$ cat src/core/sfo_pkg.sv
package sfo_pkg;
    // ----------------------------------------
    // Instruction codes
    // ----------------------------------------
    localparam logic [7:0] OP_WREN  = 8'h06;
    localparam logic [7:0] OP_WRITE_DISABLE_CMD  = 8'h04;
    localparam logic [7:0] OP_STATUS_READ_CMD  = 8'h05;
    localparam logic [7:0] OP_STATUS_WRITE_CMD  = 8'h01;
    localparam logic [7:0] OP_READ  = 8'h03;
    localparam logic [7:0] OP_FREAD = 8'h0B;
    localparam logic [7:0] OP_PP    = 8'h02;
    localparam logic [7:0] OP_SE    = 8'h20;
    localparam logic [7:0] OP_BE    = 8'hD8;
    localparam logic [7:0] OP_CE    = 8'hC7;
    localparam logic [7:0] OP_OTP   = 8'h3A;
    // ----------------------------------------
    // Address map
    // ----------------------------------------
    localparam int          ADDR_W   = 23;
    localparam logic [22:0] OTP_BASE = 23'h7FF000;
    localparam logic [22:0] OTP_LAST = 23'h7FF1FF;
    localparam int          BLK_LSB  = 16;
    localparam logic [6:0]  OTP_BLK  = 7'h7F;
    // ----------------------------------------
    // Status byte layout
    // ----------------------------------------
    localparam int         ST_WEL  = 1;
    localparam int         ST_BP   = 2;
    localparam int         ST_SP   = 7;
    localparam logic [7:0] ST_RST  = 8'h00;
    localparam logic [3:0] BP_NONE = 4'h0;
    // ----------------------------------------
    // Timing
    // ----------------------------------------
    localparam int CLK_MHZ    = 100;
    localparam int PUW_MIN_US = 1000;
    localparam int PUW_CYC    = PUW_MIN_US * CLK_MHZ;
    // ----------------------------------------
    // APB register map
    // ----------------------------------------
    localparam logic [7:0] REG_STAT = 8'h00;
    localparam logic [7:0] REG_CFG  = 8'h04;
    localparam logic [7:0] REG_LAST = 8'h08;
    localparam int         CFG_INH  = 0;
    localparam int         LS_OK    = 8;
    localparam int         LS_REF   = 9;
    localparam int         SS_OTP   = 8;
    localparam int         SS_LOCK  = 9;
    localparam int         SS_PUW   = 10;
endpackage

$ cat src/core/sfo_otp_ctrl.sv
// Local design decisions: the placing of the registers and register access over APB.
`timescale 1ns/1ns
module sfo_otp_ctrl #(
    parameter int PUW_CYCLES = sfo_pkg::PUW_CYC
) (
    input  wire logic        pclk,
    input  wire logic        presetn,
    input  wire logic        ce,
    input  wire logic        psel,
    input  wire logic        penable,
    input  wire logic        pwrite,
    input  wire logic [7:0]  paddr,
    input  wire logic [31:0] pwdata,
    output logic [31:0]      prdata,
    output logic             pready,
    output logic             pslverr,
    input  wire logic        cmd_valid,
    input  wire logic [7:0]  cmd_opcode,
    input  wire logic [22:0] cmd_addr,
    input  wire logic [7:0]  cmd_wdata,
    input  wire logic        cmd_quad,
    input  wire logic        quad_command_mode,
    output logic             cmd_done_q,
    output logic             cmd_ok_q,
    output logic             otp_sel_q,
    output logic [22:0]      map_addr_q,
    output logic [7:0]       status_out_q,
    output logic             otp_mode_q,
    output logic             otp_lock_q
);
    // ----------------------------------------
    // State
    // ----------------------------------------
    logic        wel_q;
    logic [3:0]  bp_q;
    logic        srp_q;
    logic        inh_q;
    logic [16:0] puw_cnt_q;
    logic        puw_done_q;
    logic [7:0]  last_op_q;
    logic        last_ref_q;

    logic        take;
    logic        in_otp;
    logic        in_otp_blk;
    logic        is_wr;
    logic        wr_open;
    logic        ok;
    logic [7:0]  stat_now;

    assign take = ce && cmd_valid;

    // ----------------------------------------
    // Decode
    // ----------------------------------------
    // Address lands in the secure sector window
    assign in_otp = (cmd_addr >= sfo_pkg::OTP_BASE)
                 && (cmd_addr <= sfo_pkg::OTP_LAST);
    assign in_otp_blk = cmd_addr[22:sfo_pkg::BLK_LSB] == sfo_pkg::OTP_BLK;
    assign is_wr = cmd_opcode == sfo_pkg::OP_PP || cmd_opcode == sfo_pkg::OP_SE
                || cmd_opcode == sfo_pkg::OP_BE || cmd_opcode == sfo_pkg::OP_CE
                || cmd_opcode == sfo_pkg::OP_STATUS_WRITE_CMD;
    // Writes need the latch, the power-up wait over and no inhibit
    assign wr_open = wel_q && puw_done_q && !inh_q;

    // Status byte as a status read would return it
    always_comb begin
        stat_now = sfo_pkg::ST_RST;
        stat_now[sfo_pkg::ST_WEL] = wel_q;
        stat_now[sfo_pkg::ST_BP +: 4] = bp_q;
        stat_now[sfo_pkg::ST_SP] = otp_mode_q ? otp_lock_q : srp_q;
    end

    // Acceptance of the instruction
    always_comb begin
        ok = 1'b1;
        if (is_wr && !wr_open) begin
            ok = 1'b0;
        end else if (cmd_opcode == sfo_pkg::OP_OTP) begin
            ok = !quad_command_mode || cmd_quad;
        end else if (otp_mode_q && cmd_opcode != sfo_pkg::OP_STATUS_WRITE_CMD && is_wr) begin
            if (otp_lock_q) begin
                ok = 1'b0;
            end else if (cmd_opcode == sfo_pkg::OP_CE) begin
                ok = 1'b0;
            end else if (cmd_opcode == sfo_pkg::OP_BE) begin
                ok = !in_otp_blk;
            end else if (in_otp) begin
                ok = bp_q == sfo_pkg::BP_NONE;
            end
        end else if (cmd_opcode == sfo_pkg::OP_CE) begin
            ok = bp_q == sfo_pkg::BP_NONE;
        end
    end

    // ----------------------------------------
    // Power-up write wait
    // ----------------------------------------
    // Counts from reset release; writes refused until done
    always_ff @(posedge pclk or negedge presetn) begin
        if (!presetn) begin
            puw_cnt_q  <= '0;
            puw_done_q <= 1'b0;
        end else if (ce && !puw_done_q) begin
            puw_cnt_q  <= puw_cnt_q + 17'h00001;
            puw_done_q <= 32'(puw_cnt_q) >= PUW_CYCLES - 1;
        end
    end

    // ----------------------------------------
    // Mode and lock
    // ----------------------------------------
    // Secure mode entry and exit
    always_ff @(posedge pclk or negedge presetn) begin
        if (!presetn) begin
            otp_mode_q <= 1'b0;
        end else if (take && ok) begin
            if (cmd_opcode == sfo_pkg::OP_OTP) begin
                otp_mode_q <= 1'b1;
            end else if (cmd_opcode == sfo_pkg::OP_WRITE_DISABLE_CMD) begin
                otp_mode_q <= 1'b0;
            end
        end
    end

    // Lock only ever sets
    always_ff @(posedge pclk or negedge presetn) begin
        if (!presetn) begin
            otp_lock_q <= 1'b0;
        end else if (take && ok && otp_mode_q && cmd_opcode == sfo_pkg::OP_STATUS_WRITE_CMD) begin
            otp_lock_q <= 1'b1;
        end
    end

    // ----------------------------------------
    // Status register
    // ----------------------------------------
    // Write latch, protect field and protect bit
    always_ff @(posedge pclk or negedge presetn) begin
        if (!presetn) begin
            wel_q <= 1'b0;
            bp_q  <= sfo_pkg::BP_NONE;
            srp_q <= 1'b0;
        end else if (take && ok) begin
            if (cmd_opcode == sfo_pkg::OP_WREN) begin
                wel_q <= 1'b1;
            end else if (cmd_opcode == sfo_pkg::OP_WRITE_DISABLE_CMD || is_wr) begin
                wel_q <= 1'b0;
            end
            if (cmd_opcode == sfo_pkg::OP_STATUS_WRITE_CMD && !otp_mode_q) begin
                bp_q  <= cmd_wdata[sfo_pkg::ST_BP +: 4];
                srp_q <= cmd_wdata[sfo_pkg::ST_SP];
            end
        end
    end

    // ----------------------------------------
    // Answer to the instruction path
    // ----------------------------------------
    // One-cycle completion with routing and status
    always_ff @(posedge pclk or negedge presetn) begin
        if (!presetn) begin
            cmd_done_q   <= 1'b0;
            cmd_ok_q     <= 1'b0;
            otp_sel_q    <= 1'b0;
            map_addr_q   <= '0;
            status_out_q <= sfo_pkg::ST_RST;
        end else if (ce) begin
            cmd_done_q <= cmd_valid;
            if (cmd_valid) begin
                cmd_ok_q     <= ok;
                otp_sel_q    <= ok && otp_mode_q && in_otp
                             && cmd_opcode != sfo_pkg::OP_WRITE_DISABLE_CMD;
                map_addr_q   <= cmd_addr;
                status_out_q <= stat_now;
            end
        end
    end

    // ----------------------------------------
    // APB slave
    // ----------------------------------------
    assign pready  = 1'b1;
    assign pslverr = psel && penable && paddr != sfo_pkg::REG_STAT
                  && paddr != sfo_pkg::REG_CFG && paddr != sfo_pkg::REG_LAST;

    // Software write inhibit
    always_ff @(posedge pclk or negedge presetn) begin
        if (!presetn) begin
            inh_q <= 1'b0;
        end else if (ce && psel && penable && pwrite && paddr == sfo_pkg::REG_CFG) begin
            inh_q <= pwdata[sfo_pkg::CFG_INH];
        end
    end

    // Last instruction record
    always_ff @(posedge pclk or negedge presetn) begin
        if (!presetn) begin
            last_op_q  <= '0;
            last_ref_q <= 1'b0;
        end else if (take) begin
            last_op_q  <= cmd_opcode;
            last_ref_q <= !ok;
        end
    end

    // Read data decode
    always_comb begin
        prdata = '0;
        case (paddr)
            sfo_pkg::REG_STAT: begin
                prdata[7:0]            = stat_now;
                prdata[sfo_pkg::SS_OTP]  = otp_mode_q;
                prdata[sfo_pkg::SS_LOCK] = otp_lock_q;
                prdata[sfo_pkg::SS_PUW]  = puw_done_q;
            end
            sfo_pkg::REG_CFG: begin
                prdata[sfo_pkg::CFG_INH] = inh_q;
            end
            sfo_pkg::REG_LAST: begin
                prdata[7:0]             = last_op_q;
                prdata[sfo_pkg::LS_OK]  = cmd_ok_q;
                prdata[sfo_pkg::LS_REF] = last_ref_q;
            end
            default: prdata = '0;
        endcase
    end
endmodule

$ cat config.mk
export PLATFORM = sky130hd
export DESIGN_NAME = sfo_otp_ctrl
export DESIGN_NICKNAME = d
export VERILOG_FILES = /design/src/core/sfo_pkg.sv /design/src/core/sfo_otp_ctrl.sv
export SDC_FILE = /design/constraint.sdc
export NUM_CORES = 1
export LEC_CHECK = 0
export BUFFER_PORTS_ARGS = -buffer_cell sky130_fd_sc_hd__buf_2
export CELL_PAD_IN_SITES_DETAIL_PLACEMENT = 2
export CELL_PAD_IN_SITES_GLOBAL_PLACEMENT = 2
export CORE_MARGIN = 1
export CORE_UTILIZATION = 28
export CTS_CLUSTER_SIZE = 10
export DETAILED_ROUTE_END_ITERATION = 8
export MAX_ROUTING_LAYER = met4
export PLACE_DENSITY = 0.92
export SYNTH_ARGS = -nofsm -noshare
export SYNTH_HDL_FRONTEND = slang
export SYNTH_SLANG_ARGS = --single-unit
$ cat constraint.sdc
create_clock -name pclk -period 2.17 [get_ports pclk]
set_clock_uncertainty 0.05 [all_clocks]
set_input_delay 0.1085 -clock pclk [delete_from_list [all_inputs] [get_ports pclk]]
set_output_delay 0.1085 -clock pclk [all_outputs]
set_load 0.02 [all_outputs]
After elaboration in Yosys (flattened, before gate mapping)
Cells that the tools add are included.
{"block": "word_totals", "mem_count": 0, "in_bits": 88, "reg_bits": 68, "latch_bits": 0, "elab_cells": 95, "rom_bits": 0, "ramBits": 0}
{"block": "classes", "magnitude_cmp": 3, "mul": 0, "eq_ne": 15, "reduce_logical": 45, "mux": 16, "n_div": 0, "addsub": 1, "shift": 0, "bitwise": 0}
{"op": "equality test 8 x 3 -> 1 bit (second input constant)", "n": 3}
{"op": "greater-or-equal comparator 23 bit (second input constant)", "n": 1}
{"op": "less-or-equal comparator 23 bit (second input constant)", "n": 1}
{"op": "logical AND 1 bit", "n": 23}
{"op": "one-hot mux 9 bit (2 select lines)", "n": 1}
{"op": "adder 17 x 1 -> 17 bit (second input constant)", "n": 1}
{"op": "greater-or-equal comparator 17 bit (second input constant)", "n": 1}
{"op": "equality test 8 x 6 -> 1 bit (second input constant)", "n": 2}
{"op": "equality test 8 bit (second input constant)", "n": 2}
{"op": "inequality test 8 x 3 -> 1 bit (second input constant)", "n": 2}
{"op": "two-way mux 1 bit", "n": 14}
{"op": "equality test 8 x 1 -> 1 bit (second input constant)", "n": 1}
{"op": "equality test 8 x 2 -> 1 bit (second input constant)", "n": 1}
{"op": "equality test 8 x 4 -> 1 bit (second input constant)", "n": 1}
{"op": "zero test 8 bit", "n": 1}
{"op": "inequality test 8 x 1 -> 1 bit (second input constant)", "n": 1}
{"op": "inequality test 8 x 4 -> 1 bit (second input constant)", "n": 1}
{"op": "AND reduction 2 bit", "n": 4}
{"op": "nonzero test 8 bit", "n": 1}
{"op": "equality test 7 bit (second input constant)", "n": 1}
{"op": "zero test 1 bit", "n": 7}
{"op": "logical OR 1 bit", "n": 6}
{"op": "zero test 4 bit", "n": 1}
{"op": "nonzero test 2 bit", "n": 2}
{"op": "one-hot mux 1 bit (2 select lines)", "n": 1}

Longest topological paths before layout
{"block": "depth", "ltp_word": 12, "ltp_mapped": 7}

Least setup slack after synthesis
OpenSTA, ideal clock, no wires.
{"block": "synth_timing", "kind": "register to register", "startpoint": "register bp_q[0]", "endpoint": "register wel_q", "setup_slack_ns": 0.341, "arrival_time_ns": 1.646, "required_time_ns": 1.987, "path_stages_with_launch": 6, "n_path_buf": 0, "setup_time_ns": 0.133, "path_cell_list": "dfrtp_1 -> or4_1 -> a221oi_2 -> nor4b_4 -> nor3_2 -> o221ai_2"}
{"block": "synth_between", "elab_chain_cells": 10, "elab_cells_between_ends": 11, "cone_classes": "mux: 8; reduce/logical: 3"}
{"item": "from (decl)", "line_no": "sfo_otp_ctrl.sv:35", "rtl": "logic [3:0] bp_q;"}
{"item": "from (signal assigned)", "line_no": "sfo_otp_ctrl.sv:142", "rtl": "bp_q <= sfo_pkg::BP_NONE;"}
{"item": "from (signal assigned)", "line_no": "sfo_otp_ctrl.sv:151", "rtl": "bp_q <= cmd_wdata[sfo_pkg::ST_BP +: 4];"}
{"item": "zero test 4 bit *", "line_no": "sfo_otp_ctrl.sv:89, sfo_otp_ctrl.sv:92"}
{"item": "two-way mux 1 bit", "line_no": "sfo_otp_ctrl.sv:88", "rtl": "end else if (in_otp) begin"}
{"item": "two-way mux 1 bit", "line_no": "sfo_otp_ctrl.sv:86", "rtl": "end else if (cmd_opcode == sfo_pkg::OP_BE) begin"}
{"item": "two-way mux 1 bit", "line_no": "sfo_otp_ctrl.sv:84", "rtl": "end else if (cmd_opcode == sfo_pkg::OP_CE) begin"}
{"item": "two-way mux 1 bit", "line_no": "sfo_otp_ctrl.sv:82", "rtl": "if (otp_lock_q) begin"}
{"item": "two-way mux 1 bit *", "line_no": "sfo_otp_ctrl.sv:81", "rtl": "end else if (otp_mode_q && cmd_opcode != sfo_pkg::OP_STATUS_WRITE_CMD && is_wr) begin"}
{"item": "two-way mux 1 bit *", "line_no": "sfo_otp_ctrl.sv:79", "rtl": "end else if (cmd_opcode == sfo_pkg::OP_OTP) begin"}
{"item": "two-way mux 1 bit *", "line_no": "sfo_otp_ctrl.sv:77", "rtl": "if (is_wr && !wr_open) begin"}
{"item": "logical AND 1 bit *", "line_no": "sfo_otp_ctrl.sv:144", "rtl": "end else if (take && ok) begin"}
{"item": "AND reduction 2 bit (no source line) *"}
{"item": "to (signal assigned)", "line_no": "sfo_otp_ctrl.sv:141", "rtl": "wel_q <= 1'b0;"}
{"item": "to (signal assigned)", "line_no": "sfo_otp_ctrl.sv:146", "rtl": "wel_q <= 1'b1;"}
{"item": "to (signal assigned)", "line_no": "sfo_otp_ctrl.sv:148", "rtl": "wel_q <= 1'b0;"}
{"item": "to (decl)", "line_no": "sfo_otp_ctrl.sv:34", "rtl": "logic wel_q;"}
Mark *: on every way between the ends. The rest lies on a longest branch, timed or not.
A chain may end at the register's enable or synchronous reset.

Worst setup path in the final report
{"block": "layout_timing", "startpoint": "input port cmd_addr[10]", "endpoint": "register otp_sel_q"}
{"block": "layout_between", "elab_chain_cells": 12, "elab_cells_between_ends": 13, "cone_classes": "order compare: 2; mux: 7; reduce/logical: 4"}
{"item": "from (decl)", "line_no": "sfo_otp_ctrl.sv:19", "rtl": "input wire logic [22:0] cmd_addr,"}
{"item": "greater-or-equal comparator 23 bit or less-or-equal comparator 23 bit (tied branches)", "line_no": "sfo_otp_ctrl.sv:57, sfo_otp_ctrl.sv:58"}
{"item": "logical AND 1 bit *", "line_no": "sfo_otp_ctrl.sv:58", "rtl": "&& (cmd_addr <= sfo_pkg::OTP_LAST);"}
{"item": "two-way mux 1 bit", "line_no": "sfo_otp_ctrl.sv:88"}
{"item": "two-way mux 1 bit", "line_no": "sfo_otp_ctrl.sv:86"}
{"item": "two-way mux 1 bit", "line_no": "sfo_otp_ctrl.sv:84"}
{"item": "two-way mux 1 bit", "line_no": "sfo_otp_ctrl.sv:82"}
{"item": "two-way mux 1 bit", "line_no": "sfo_otp_ctrl.sv:81"}
{"item": "two-way mux 1 bit", "line_no": "sfo_otp_ctrl.sv:79"}
{"item": "two-way mux 1 bit", "line_no": "sfo_otp_ctrl.sv:77"}
{"item": "logical AND 1 bit", "line_no": "sfo_otp_ctrl.sv:172", "rtl": "otp_sel_q <= ok && otp_mode_q && in_otp"}
{"item": "logical AND 1 bit *", "line_no": "sfo_otp_ctrl.sv:172"}
{"item": "logical AND 1 bit *", "line_no": "sfo_otp_ctrl.sv:173", "rtl": "&& cmd_opcode != sfo_pkg::OP_WRITE_DISABLE_CMD;"}
{"item": "to (signal assigned)", "line_no": "sfo_otp_ctrl.sv:172"}
{"item": "to (decl)", "line_no": "sfo_otp_ctrl.sv:25", "rtl": "output logic otp_sel_q,"}
Marks and branches as above.

==> out/qor.csv <==
metric;value;unit
slowest stage delay, CP;0.54;ns
RSZ-0062 raised after global routing;false;
ys async rst share;1.00;
worst setup path category;in2reg;
Cells after Synth;286;
CP arrival;2.26;ns
Max stage delay cell, worst path;dlygate4sd3_1;
f_max;0.477;GHz
final net count;507;
Synth Area per Inst;11.8;µm²
via count of the routed design;2693;
CTS H-tree depth;3;
synth warn;0;
hold slack final;0.0139;ns
setup violators final;0;
synthesized area;3380;µm²
area grow syn2layout;34.0;%
die width;112;µm
CP Data Required Time;2.33;ns
antenna violations before repair;1;
fin crit period;2.10;ns
worst rel slew slack;0.642;
Final Total Pwr;3630;µW
top cells by area, synth;dfrtp_1, mux2_2, buf_4;
Slew Limit Fails;0;
overall die height;112;µm
HPWL Detailed;7430;µm
#FFs+latches synth;68;
DRC;8;
crit end category;register;
Max rail drop VDD;0.000448;V
sw power;1070;µW
CP startpoint kind;primary input;
number of CTS-inserted buffers;9;
pin count of the biggest net entering global routing;34;
Crit Path Max Fanout;2;
DR iter-0 viols;61;
Tcrit/Tclk final;0.967;
die area;12500;µm²
GRT Overall Usage;0.194;
clock-pin slew on the worst setup and hold paths;0.05;ns
vias per cell;4.76;
Max Cap Viol;0;
sw frac;0.296;
Most used DFF post-synth;dfrtp_1;
sequential share of power;0.438;
Hold/Removal Path Class;in2reg;
Setup TNS Final;0;ns
Routed Antenna Nets;0;
Worst-Margin Slew;0.533;ns
FP Rows;39;
Synth area leader;dfrtp_1;
P_int;2550;µW
CTS tree;done;
vias in the first global route;3151;
outcome;finished with violations;
clk sinks;68;
TritonRoute pass-1 iters;6;
failing checks;DRC;
port buffer count;99;
Clock Path Buffers;2;
DR WL/cell;19.8;µm
register area share after synthesis;0.504;
fraction of layout cells with a size suffix above 1;0.419;
clk root buf;clkbuf_16;
Worst-Skew Late Latency;0.33;ns
worst path cell trace;dlygate4sd3_1 -> buf_2 -> or3b_2 -> nor4_2 -> a221oi_2 -> nor4b_4 -> nor3_1 -> a22o_1;
clock power share;0.370;
Core Footprint;11600;µm²
count leader, synth;dfrtp_1;
routability cong.;0.782;
routed wire length;11200;µm
Starting Density;0.292;
Crit path max-delay family;simple AND/OR/NAND/NOR gates;
Power Density;802;nW/µm²
GRT overflow;0;
# IOs;158;
Pleak;0.00219;µW
WP buf/inv;2;
Finished Core Util;0.391;
Post-synth top cells;dfrtp_1, mux2_2, buf_4;
EDFF count, synth;0;
area share of the largest cell type after synthesis;0.504;
combinational power share;0.192;
final hold vios;0;
library cells used by synthesis;58;
first-pass GRT wire length;17800;µm
## sequential cells by signal, summed over array words and instances (netlist names)
signal	cells
otp_mode_q	1
cmd_ok_q	1
srp_q	1
status_out_q	6
inh_q	1
puw_done_q	1
bp_q	4
cmd_done_q	1
otp_sel_q	1
last_ref_q	1
otp_lock_q	1
puw_cnt_q	17
map_addr_q	23
last_op_q	8
wel_q	1
## cell families (layout without fill, tap and decap cells)
logic type,count (synthesis),count (layout),share of synthesized area
AND/OR/NAND/NOR,83,83,0.148
flip-flops,68,68,0.504
multiplexers,50,50,0.169
buffers and inverters,38,152,0.0704
AO/OA/AOI/OAI,27,27,0.0582
XOR/XNOR,17,17,0.0441
other,2,25,0.00222
adder cells (fa/ha/maj),1,1,0.00371
## power by group through the flow
stage                     registers [µW]  logic, µW  clock network [µW]
final                               1590        697                1340
after global routing                1600        749                1420
after CTS                           1580        679                1380
after detailed placement            1590        631                   0
after global placement              1560        585                   0
after floorplan                     1640        331                   0
## path summary, 6_finish.rpt
| kind | depth (start not counted) | to | startpoint | slack (ns) |
|---|---|---|---|---|
| worst max-delay path | 8 | otp_sel_q$_DFFE_PN0P_ | cmd_addr[10] | 0.07 |
| worst min-delay path | 2 | map_addr_q[20]$_DFFE_PN0P_ | cmd_addr[20] | 0.01 |
| worst max register to register | 5 | wel_q$_DFFE_PN0P_ | bp_q[0]$_DFFE_PN0P_ | 0.11 |
| worst min register to register | 1 | puw_cnt_q[16]$_DFFE_PN0P_ | puw_cnt_q[16]$_DFFE_PN0P_ | 0.44 |
| max in group asynchronous | 3 | puw_done_q$_DFFE_PN0P_ | presetn | 1.10 |
| min in group asynchronous | 2 | map_addr_q[17]$_DFFE_PN0P_ | presetn | 0.23 |
## metrics by stage
step	cells	setup WS (ns)	instance area, µm²
global placement	522	0.182	3970
floorplan	308	0.341	3460
global route	566	0.0115	4520
CTS	565	0.0954	4520
detailed placement	522	0.0728	3970
finish	566	0.0714	4520
## placed cells by master (no fill, tap or decap), types with 9 or more instances in the layout
cell and n:
nand2_1 14, dlygate4sd3_1 28, conb_1 24, nor2_1 21
mux2_2 37, clkbuf_16 9, dfrtp_1 68, xnor2_1 14
buf_2 99
## repair_timing
action | 4_1_cts | 5_1_grt
hold buffers | 28 | 0
endpoints found under the hold margin | 46 | 0
resized for setup | 0 | 1
setup buffers | 0 | 0
setup endpoints to repair | 0 | 1
## layout make-up
type,count,area [µm²]
Fill cell,1229,7040
Sequential cell,68,1700
Multi-Input combinational cell,202,1520
Timing Repair Buffer,132,826
Clock buffer,13,260
Tap cell,143,179
Inverter,5,18.8
Clock inverter,2,10.0
Antenna cell,1,2.50
## per-layer routing
| metal | track usage | vias up | wire (µm) |
|---|---|---|---|
| met5 | - | - | 0 |
| met3 | 0.0343 | 16 | 371 |
| met2 | 0.359 | 71 | 6260 |
| met4 | 0.0667 | 0 | 214 |
| li1 | - | 1228 | - |
| met1 | 0.206 | 1378 | 4330 |
(Power assumes the default switching activity.)
